File: config.mk
export PLATFORM = sky130hd
export DESIGN_NAME = wdtc_watchdog
export DESIGN_NICKNAME = d
export VERILOG_FILES = /design/src/verilog/wdtc_pkg.sv /design/src/verilog/wdtc_watchdog.sv
export SDC_FILE = /design/constraint.sdc
export NUM_CORES = 1
export LEC_CHECK = 0
export CORE_ASPECT_RATIO = 1.4
export CORE_MARGIN = 4
export CORE_UTILIZATION = 25
export CTS_CLUSTER_SIZE = 25
export DETAILED_ROUTE_END_ITERATION = 6
export DONT_BUFFER_PORTS = 1
export PLACE_DENSITY = 0.46
export SYNTH_ARGS = -nofsm -noshare
export SYNTH_HDL_FRONTEND = slang
export SYNTH_SLANG_ARGS = --single-unit
File: constraint.sdc
create_clock -name clk_sys -period 3.47 [get_ports clk_sys]
set_clock_uncertainty 0.2 [all_clocks]
set_input_delay 1.041 -clock clk_sys [delete_from_list [all_inputs] [get_ports clk_sys]]
set_output_delay 1.041 -clock clk_sys [all_outputs]
set_load 0.05 [all_outputs]
File: src/verilog/wdtc_pkg.sv
// constants and types for the watchdog timer control block
package wdtc_pkg;

    // ------------------------------------------------------------
    // special function register addresses
    // ------------------------------------------------------------
    localparam logic [7:0] SFR_CLOCK_CONTROL = 8'h8E;
    localparam logic [7:0] SFR_ACCESS_UNLOCK = 8'hC7;
    localparam logic [7:0] SFR_WDT_CONTROL = 8'hD8;
    localparam logic [7:0] SFR_EXT_IRQ_ENABLE = 8'hE8;
    localparam logic [7:0] SFR_EXT_IRQ_PRIORITY = 8'hF8;

    // ------------------------------------------------------------
    // reset values and unlock keys
    // ------------------------------------------------------------
    localparam logic [7:0] CLOCK_CONTROL_RESET = 8'h03;
    localparam logic [7:0] WDT_CONTROL_RESET = 8'h00;
    localparam logic [7:0] UNLOCK_KEY_FIRST = 8'hAA;
    localparam logic [7:0] UNLOCK_KEY_SECOND = 8'h55;

    // ------------------------------------------------------------
    // field positions
    // ------------------------------------------------------------
    localparam int CK_INTERVAL_LSB = 6;
    localparam int CK_MODE_MSB = 2;
    localparam int WDC_RESTART_BIT = 0;
    localparam int WDC_RESET_EN_BIT = 1;
    localparam int WDC_CAUSE_BIT = 2;
    localparam int WDC_TIMEOUT_BIT = 3;
    localparam int EXT_WDT_BIT = 4;

    // ------------------------------------------------------------
    // timing, in clk_sys cycles, and interrupt identity
    // ------------------------------------------------------------
    localparam int unsigned INTERVAL_CODE_00 = 32'h0002_0000;
    localparam int unsigned INTERVAL_CODE_01 = 32'h0010_0000;
    localparam int unsigned INTERVAL_CODE_10 = 32'h0080_0000;
    localparam int unsigned INTERVAL_CODE_11 = 32'h0400_0000;
    localparam int unsigned RESET_DELAY_CLKS = 32'h0000_0200;
    localparam int DELAY_W = 10;
    localparam logic [7:0] WDT_IRQ_VECTOR = 8'h63;
    localparam logic [3:0] WDT_IRQ_NAT_PRIO = 4'hB;

    // unlock sequence state
    typedef enum logic [1:0] {
        UL_IDLE = 2'b00,
        UL_GOT_FIRST = 2'b01,
        UL_OPEN = 2'b10
    } wdtc_unlock_type;

endpackage

File: src/verilog/wdtc_watchdog.sv
// watchdog timer with a timed-access watchdog control register on the sfr port
`timescale 1ns/1ps

module wdtc_watchdog #(
    parameter int unsigned INTERVAL_00 = wdtc_pkg::INTERVAL_CODE_00,
    parameter int unsigned INTERVAL_01 = wdtc_pkg::INTERVAL_CODE_01,
    parameter int unsigned INTERVAL_10 = wdtc_pkg::INTERVAL_CODE_10,
    parameter int unsigned INTERVAL_11 = wdtc_pkg::INTERVAL_CODE_11,
    parameter int CNT_W = 27
) (
    input wire logic clk_sys,
    input wire logic arst_n,
    input wire logic sys_reset_req,
    input wire logic [7:0] sfr_addr,
    input wire logic sfr_wr,
    input wire logic [7:0] sfr_wdata,
    input wire logic sfr_rd,
    output logic [7:0] sfr_rdata,
    input wire logic global_irq_enable,
    output logic wdt_irq_req,
    output logic wdt_irq_priority,
    output logic [7:0] wdt_irq_vector,
    output logic [3:0] wdt_irq_nat_prio,
    output logic wdt_reset_pulse
);
    import wdtc_pkg::*;

    // ------------------------------------------------------------
    // interval decode
    // ------------------------------------------------------------

    // last count value before timeout for a select code
    function automatic logic [CNT_W-1:0] interval_last(input logic [1:0] sel);
        int unsigned n;
        n = INTERVAL_00;
        if (sel == 2'b01) begin
            n = INTERVAL_01;
        end else if (sel == 2'b10) begin
            n = INTERVAL_10;
        end else if (sel == 2'b11) begin
            n = INTERVAL_11;
        end
        return CNT_W'(n - 1);
    endfunction

    // ------------------------------------------------------------
    // state
    // ------------------------------------------------------------
    wdtc_unlock_type unlock_q, unlock_d;
    logic [1:0] interval_select_q, interval_select_d;
    logic [2:0] ck_mode_q, ck_mode_d;
    logic reset_enable_q, reset_enable_d;
    logic reset_cause_flag_q, reset_cause_flag_d;
    logic timeout_flag_q, timeout_flag_d;
    logic count_restart_q, count_restart_d;
    logic wdt_irq_enable_q, wdt_irq_enable_d;
    logic wdt_irq_priority_q, wdt_irq_priority_d;
    logic [CNT_W-1:0] cnt_q, cnt_d;
    logic pending_q, pending_d;
    logic [DELAY_W-1:0] dly_q, dly_d;
    logic reset_q, reset_d;
    logic [7:0] rdata_q, rdata_d;
    logic timeout_ev;
    logic fire;
    logic watchdog_control_wr;
    logic watchdog_control_wr_ok;

    // ------------------------------------------------------------
    // timer: counter, delay window and reset strobe
    // ------------------------------------------------------------

    // timeout when the free-running count reaches the selected limit
    assign timeout_ev = (cnt_q == interval_last(interval_select_q));
    // reset fires only with reset enable set at the end of the window
    assign fire = pending_q && (dly_q == DELAY_W'(RESET_DELAY_CLKS - 1))
        && reset_enable_q && !count_restart_q;

    // next timer values
    always_comb begin
        cnt_d = cnt_q + CNT_W'(1);
        pending_d = pending_q;
        dly_d = dly_q;
        reset_d = 1'b0;
        if (pending_q) begin
            dly_d = dly_q + DELAY_W'(1);
            if (dly_q == DELAY_W'(RESET_DELAY_CLKS - 1)) begin
                pending_d = 1'b0; // window over, reset or not
            end
        end
        if (timeout_ev) begin
            cnt_d = '0;
            pending_d = 1'b1;
            dly_d = '0; // strobe lands 512 cycles after the flag sets
        end
        if (fire) begin
            reset_d = 1'b1;
            cnt_d = '0;
        end
        if (count_restart_q) begin
            cnt_d = '0;
            pending_d = 1'b0;
            dly_d = '0;
        end
        if (sys_reset_req) begin
            cnt_d = '0;
            pending_d = 1'b0;
            dly_d = '0;
            reset_d = 1'b0;
        end
    end

    // timer registers
    always_ff @(posedge clk_sys or negedge arst_n) begin
        if (!arst_n) begin
            cnt_q <= '0;
            pending_q <= 1'b0;
            dly_q <= '0;
            reset_q <= 1'b0;
        end else begin
            cnt_q <= cnt_d;
            pending_q <= pending_d;
            dly_q <= dly_d;
            reset_q <= reset_d;
        end
    end

    // ------------------------------------------------------------
    // sfr writes, timed access and control bits
    // ------------------------------------------------------------

    assign watchdog_control_wr = sfr_wr && (sfr_addr == SFR_WDT_CONTROL);
    assign watchdog_control_wr_ok = watchdog_control_wr && (unlock_q == UL_OPEN);

    // next register values; hardware sets win over software clears
    always_comb begin
        unlock_d = unlock_q;
        interval_select_d = interval_select_q;
        ck_mode_d = ck_mode_q;
        reset_enable_d = reset_enable_q;
        reset_cause_flag_d = reset_cause_flag_q;
        timeout_flag_d = timeout_flag_q;
        count_restart_d = 1'b0;
        wdt_irq_enable_d = wdt_irq_enable_q;
        wdt_irq_priority_d = wdt_irq_priority_q;
        if (sfr_wr) begin
            // any write other than the next key drops the unlock
            unlock_d = UL_IDLE;
            if (sfr_addr == SFR_ACCESS_UNLOCK) begin
                if (sfr_wdata == UNLOCK_KEY_FIRST) begin
                    unlock_d = UL_GOT_FIRST;
                end else if (unlock_q == UL_GOT_FIRST && sfr_wdata == UNLOCK_KEY_SECOND) begin
                    unlock_d = UL_OPEN;
                end
            end else if (sfr_addr == SFR_CLOCK_CONTROL) begin
                interval_select_d = sfr_wdata[CK_INTERVAL_LSB +: 2];
                ck_mode_d = sfr_wdata[CK_MODE_MSB:0];
            end else if (sfr_addr == SFR_EXT_IRQ_ENABLE) begin
                wdt_irq_enable_d = sfr_wdata[EXT_WDT_BIT];
            end else if (sfr_addr == SFR_EXT_IRQ_PRIORITY) begin
                wdt_irq_priority_d = sfr_wdata[EXT_WDT_BIT];
            end
        end
        if (watchdog_control_wr_ok) begin
            count_restart_d = sfr_wdata[WDC_RESTART_BIT];
            reset_enable_d = sfr_wdata[WDC_RESET_EN_BIT];
            // software may set the cause flag; no reset follows
            reset_cause_flag_d = sfr_wdata[WDC_CAUSE_BIT];
            timeout_flag_d = sfr_wdata[WDC_TIMEOUT_BIT];
        end
        // flag is set regardless of reset enable
        if (timeout_ev) begin
            timeout_flag_d = 1'b1;
        end
        if (fire) begin
            reset_cause_flag_d = 1'b1;
            timeout_flag_d = 1'b0;
            interval_select_d = CLOCK_CONTROL_RESET[CK_INTERVAL_LSB +: 2];
            ck_mode_d = CLOCK_CONTROL_RESET[CK_MODE_MSB:0];
            wdt_irq_enable_d = 1'b0;
            wdt_irq_priority_d = 1'b0;
            unlock_d = UL_IDLE;
        end
        // reset from elsewhere clears everything, cause flag included
        if (sys_reset_req) begin
            unlock_d = UL_IDLE;
            interval_select_d = CLOCK_CONTROL_RESET[CK_INTERVAL_LSB +: 2];
            ck_mode_d = CLOCK_CONTROL_RESET[CK_MODE_MSB:0];
            reset_enable_d = WDT_CONTROL_RESET[WDC_RESET_EN_BIT];
            reset_cause_flag_d = WDT_CONTROL_RESET[WDC_CAUSE_BIT];
            timeout_flag_d = WDT_CONTROL_RESET[WDC_TIMEOUT_BIT];
            count_restart_d = 1'b0;
            wdt_irq_enable_d = 1'b0;
            wdt_irq_priority_d = 1'b0;
        end
    end

    // control registers
    always_ff @(posedge clk_sys or negedge arst_n) begin
        if (!arst_n) begin
            unlock_q <= UL_IDLE;
            interval_select_q <= CLOCK_CONTROL_RESET[CK_INTERVAL_LSB +: 2];
            ck_mode_q <= CLOCK_CONTROL_RESET[CK_MODE_MSB:0];
            reset_enable_q <= WDT_CONTROL_RESET[WDC_RESET_EN_BIT];
            reset_cause_flag_q <= WDT_CONTROL_RESET[WDC_CAUSE_BIT];
            timeout_flag_q <= WDT_CONTROL_RESET[WDC_TIMEOUT_BIT];
            count_restart_q <= 1'b0;
            wdt_irq_enable_q <= 1'b0;
            wdt_irq_priority_q <= 1'b0;
        end else begin
            unlock_q <= unlock_d;
            interval_select_q <= interval_select_d;
            ck_mode_q <= ck_mode_d;
            reset_enable_q <= reset_enable_d;
            reset_cause_flag_q <= reset_cause_flag_d;
            timeout_flag_q <= timeout_flag_d;
            count_restart_q <= count_restart_d;
            wdt_irq_enable_q <= wdt_irq_enable_d;
            wdt_irq_priority_q <= wdt_irq_priority_d;
        end
    end

    // ------------------------------------------------------------
    // read data and outputs
    // ------------------------------------------------------------

    // read mux; restart bit always reads back zero
    always_comb begin
        rdata_d = rdata_q;
        if (sfr_rd) begin
            rdata_d = 8'h00;
            if (sfr_addr == SFR_CLOCK_CONTROL) begin
                rdata_d[CK_INTERVAL_LSB +: 2] = interval_select_q;
                rdata_d[CK_MODE_MSB:0] = ck_mode_q;
            end else if (sfr_addr == SFR_WDT_CONTROL) begin
                rdata_d[WDC_RESET_EN_BIT] = reset_enable_q;
                rdata_d[WDC_CAUSE_BIT] = reset_cause_flag_q;
                rdata_d[WDC_TIMEOUT_BIT] = timeout_flag_q;
            end else if (sfr_addr == SFR_EXT_IRQ_ENABLE) begin
                rdata_d[EXT_WDT_BIT] = wdt_irq_enable_q;
            end else if (sfr_addr == SFR_EXT_IRQ_PRIORITY) begin
                rdata_d[EXT_WDT_BIT] = wdt_irq_priority_q;
            end
        end
    end

    // read data register
    always_ff @(posedge clk_sys or negedge arst_n) begin
        if (!arst_n) begin
            rdata_q <= 8'h00;
        end else begin
            rdata_q <= rdata_d;
        end
    end

    // request follows the flag at once, so a software set works too
    assign wdt_irq_req = timeout_flag_q && wdt_irq_enable_q && global_irq_enable;
    assign wdt_irq_priority = wdt_irq_priority_q;
    assign wdt_irq_vector = WDT_IRQ_VECTOR;
    assign wdt_irq_nat_prio = WDT_IRQ_NAT_PRIO;
    assign wdt_reset_pulse = reset_q;
    assign sfr_rdata = rdata_q;
endmodule

== Yosys cells after proc, flatten, opt, wreduce, memory -nomap -nowiden ==
Index checks and enable logic that the tools add are counted.

* Reduce and logical (&&, ||, !) cells: 20
* Equal/unequal tests: 17
* Add/sub/neg operators: 3
* Multiplexer cells: 66

{| class="wikitable"
|+ Operators by type and width
! cell !! count
|-
| two-way mux 27 bit || 7
|-
| == test 8 bit, second input constant || 6
|-
| two-way mux 10 bit || 4
|-
| two-way mux 1 bit || 35
|-
| two-way mux 2 bit || 14
|-
| adder 27 x 1 -> 27 bit, second input constant || 1
|-
| == test 27 bit || 1
|-
| subtractor 27 x 1 -> 27 bit, second input constant || 1
|-
| two-way mux 3 bit || 6
|-
| nonzero test 3 bit || 5
|-
| adder 10 x 1 -> 10 bit, second input constant || 1
|-
| == test 10 x 9 -> 1 bit, second input constant || 1
|-
| != test 3 bit, second input constant || 3
|-
| == test 8 x 7 -> 1 bit, second input constant || 1
|-
| logical AND 1 bit || 8
|-
| nonzero test 4 bit || 2
|-
| == test 2 bit, second input constant || 3
|-
| AND reduction 5 bit || 1
|-
| == test 2 x 1 -> 1 bit, second input constant || 2
|-
| AND reduction 4 bit || 1
|-
| AND reduction 3 bit || 1
|-
| nonzero test 2 bit || 1
|-
| zero test 1 bit || 1
|}

* Bits in registers: 59
* Input port bits: 22
* Output and inout bits: 23

== Longest topological paths before layout ==
* Word-level depth: 10
* Gate-level depth with buffers: 7

== Least setup slack after synthesis ==
No wires, ideal clock.

* Kind: input-to-output
* Start: input port global_irq_enable
* End: output port wdt_irq_req
* Slack: 0.739 ns
* Path buffers: 0
* Arrival: 1.490 ns
* Stages: 1
* Cell sequence: and3_1

* Longest elaborated chain between the ends: 1

{| class="wikitable"
|+ RTL lines
! what !! line !! RTL
|-
| from (decl) || wdtc_watchdog.sv:19 || <nowiki>input wire logic global_irq_enable,</nowiki>
|-
| logical AND 1 bit || wdtc_watchdog.sv:256 || <nowiki>assign wdt_irq_req = timeout_flag_q && wdt_irq_enable_q && global_irq_enable;</nowiki>
|-
| to (decl) || wdtc_watchdog.sv:20 || <nowiki>output logic wdt_irq_req,</nowiki>
|}

Every way passes these cells.

== Worst setup path in the final report ==
Same ends and word-level chain as after synthesis.

==> flow_metrics.py <==
metrics = {
    "run_status": {
        "status": "finished clean",
    },
    "critical_path": {
        "critPathRequiredTime_ns": 2.23,
        "crit_fanout": 1,
        "cp_slowest_cell": "and3_1",
        "cp-end-kind": "output pin",
        "crit_type": "input pin to output pin",
        "critPathBufInv": 0,
        "crit_family": "simple AND/OR/NAND/NOR gates",
        "cp.arrival_ns": 1.50,
        "max_stage_delay_ns": 0.45,
        "path_cells": "and3_1",
        "critPathLaunchType": "input pin",
    },
    "clocking": {
        "clk_pin_slew_ns": 0.05,
        "clockRootBuffer": "clkbuf_16",
        "cts_sinks": 59,
        "cts_made_buffers": 9,
        "clk_latency_ns": 0.33,
        "cts_htree_levels": 3,
        "ctsResizeCount": 0,
        "cts_setup_buffers": 0,
        "hold_buffers": 0,
        "clk_path_buf_depth": 2,
        "cts_tree": "done",
    },
    "route": {
        "wire_per_inst_um": 15.5,
        "firstDrtPassIters": 4,
        "vias_per_cell": 5.14,
        "drc": 0,
        "drt_iter0_drc": 73,
        "ant_nets": 0,
        "num_vias": 2514,
        "drt-total-wl_mm": 7.56,
    },
    "synthesis": {
        "synth_edf_count": 0,
        "synth_seq_area_share": 0.453,
        "ys_seq_elements": 59,
        "netlist_area_um2": 3260,
        "ys_warn_count": 0,
        "ys_async_sr_fraction": 1.00,
        "postSynthCellCount": 332,
        "synth.avg_cell_area_um2": 9.83,
        "synth_cell_types": 50,
        "synth-main-ff-cell": "dfrtp_1",
    },
    "global_route": {
        "antenna_found_initial": 0,
        "grt_pass1_vias": 2475,
        "grtUsageTotal": 0.106,
        "grt_max_degree": 60,
        "grt_overflow": 0,
        "grt_first_pass_wirelength_mm": 12.7,
    },
    "placed_design": {
        "hpwlAfterDp_mm": 5.22,
        "port-buffer-count": 0,
        "finalWeightedCongestion": 0.808,
    },
    "finish": {
        "drive_above_1_share": 0.113,
        "utilization": 0.284,
        "nets": 356,
        "fill_cells": 1335,
        "regArea_um2": 1480,
        "final_cell_mix": "dfrtp_1, nor3_1, nand3_1, nand2_1, xnor2_1",
        "syn2layout_area_growth_pct": 11.6,
        "multi_input_area_um2": 1620,
        "layout_commonest_cell": "dfrtp_1",
        "diodes": 0,
    },
    "sta": {
        "slew_viol_final": 0,
        "period_needed_ns": 2.74,
        "setup_viol": 0,
        "maxSlewHeadroom": 0.439,
        "fmax_mhz": 365,
        "finalHoldViolCount": 0,
        "rsz0062_at_grt": "no",
        "post-route-period-util": 0.789,
        "tns_ns": 0,
        "worstMarginPinSlew_ns": 0.839,
    },
    "die": {
        "start_util": 0.255,
        "die_w_um": 105,
        "dieArea_um2": 15000,
        "row_count": 49,
        "io_pins": 45,
        "core_um2": 12800,
        "die_y_um": 143,
    },
    "power": {
        "p_leak_nw": 1.43,
        "p_per_area_nw_per_um2": 432,
        "p_total_w": 0.00158,
        "vdd_drop_max_uv": 149,
    },
    "job": {
        "max_cap_viol_count": 0,
    },
    "hold_path": {
        "hp-class": "input pin to asynchronous set/reset pin",
    },
}
==> cells by family (layout without fill, tap and decap cells) <==
family	count (synthesis)	count (layout)	share of synthesized area
DFF	59	59	0.453
buffers and inverters	38	31	0.0625
adders and majority gates	3	3	0.0115
xor gates and xnor gates	24	24	0.0644
AOI/OAI and AO/OA	46	46	0.0974
and+or+nand+nor	151	151	0.281
other	2	13	0.00230
muxes	9	9	0.0280
==> path summary, 6_finish.rpt <==
path,start,endpoint,slack [ns],depth (start not counted)
min in group clk_sys,cnt_q[0],cnt_q[0],0.29,1
max in group asynchronous,arst_n,ck_mode_q[0],2.68,0
max reg2reg,interval_select_q[1],cnt_q[9],0.83,7
min reg2reg,cnt_q[0],cnt_q[0],0.29,1
max,global_irq_enable,wdt_irq_req,0.73,1
min,arst_n,dly_q[7],0.21,0
==> routing by layer <==
layer | up-vias | GRT usage | share of wire
met5 | - | 0 | 0
met4 | 0 | 0.0504 | 0.020
met3 | 11 | 0.0412 | 0.066
met2 | 59 | 0.175 | 0.50
met1 | 1243 | 0.122 | 0.42
li1 | 1201 | - | -
==> cell usage after synthesis (all sizes together) (10+ instances only) <==
library cell	number	area (um^2)
or4	13	106
nand2	19	71.3
nor2	10	37.5
dfrtp	57	1430
inv	10	37.5
clkbuf	10	37.5
nor3	32	160
and3	10	63.8
a21oi	11	55.1
nand3	20	100
buf	18	129
xnor2	18	158
a211oi	10	90.1
nand4	10	77.6
==> stage by stage <==
stage	worst slack (ns)	cells	hold WS, ns	area [um^2]
after CTS	0.730	489	0.192	3640
after floorplan	0.739	343	0.259	3310
after global placement	0.724	473	0.277	3370
after global routing	0.676	489	0.189	3640
after detailed placement	0.730	473	0.282	3370
final	0.733	489	0.207	3640
==> power breakdown <==
group | switching (W) | internal (W) | total (W)
Combinational | 0.0000476 | 0.0000114 | 0.0000591
Sequential | 0.00000992 | 0.000694 | 0.000704
Clock | 0.000293 | 0.000519 | 0.000812
==> flip-flops by register name, indices dropped and copies added, names as in the netlist <==
name,cells
cnt_q,27
dly_q,10
reset_cause_flag_q,1
count_restart_q,1
wdt_irq_priority,1
timeout_flag_q,1
wdt_reset_pulse,1
sfr_rdata,7
pending_q,1
reset_enable_q,1
wdt_irq_enable_q,1
interval_select_q,2
ck_mode_q,3
unlock_q,2
==> final cells by class <==
class	count	area share
flip-flops and latches	59	0.406
multi-input cells	246	0.446
well taps	153	0.0526
inverters	10	0.0103
clock buffers	14	0.0725
clock inverters	2	0.00275
repair buffers	5	0.0103
Power figures use the tool's default switching activity.
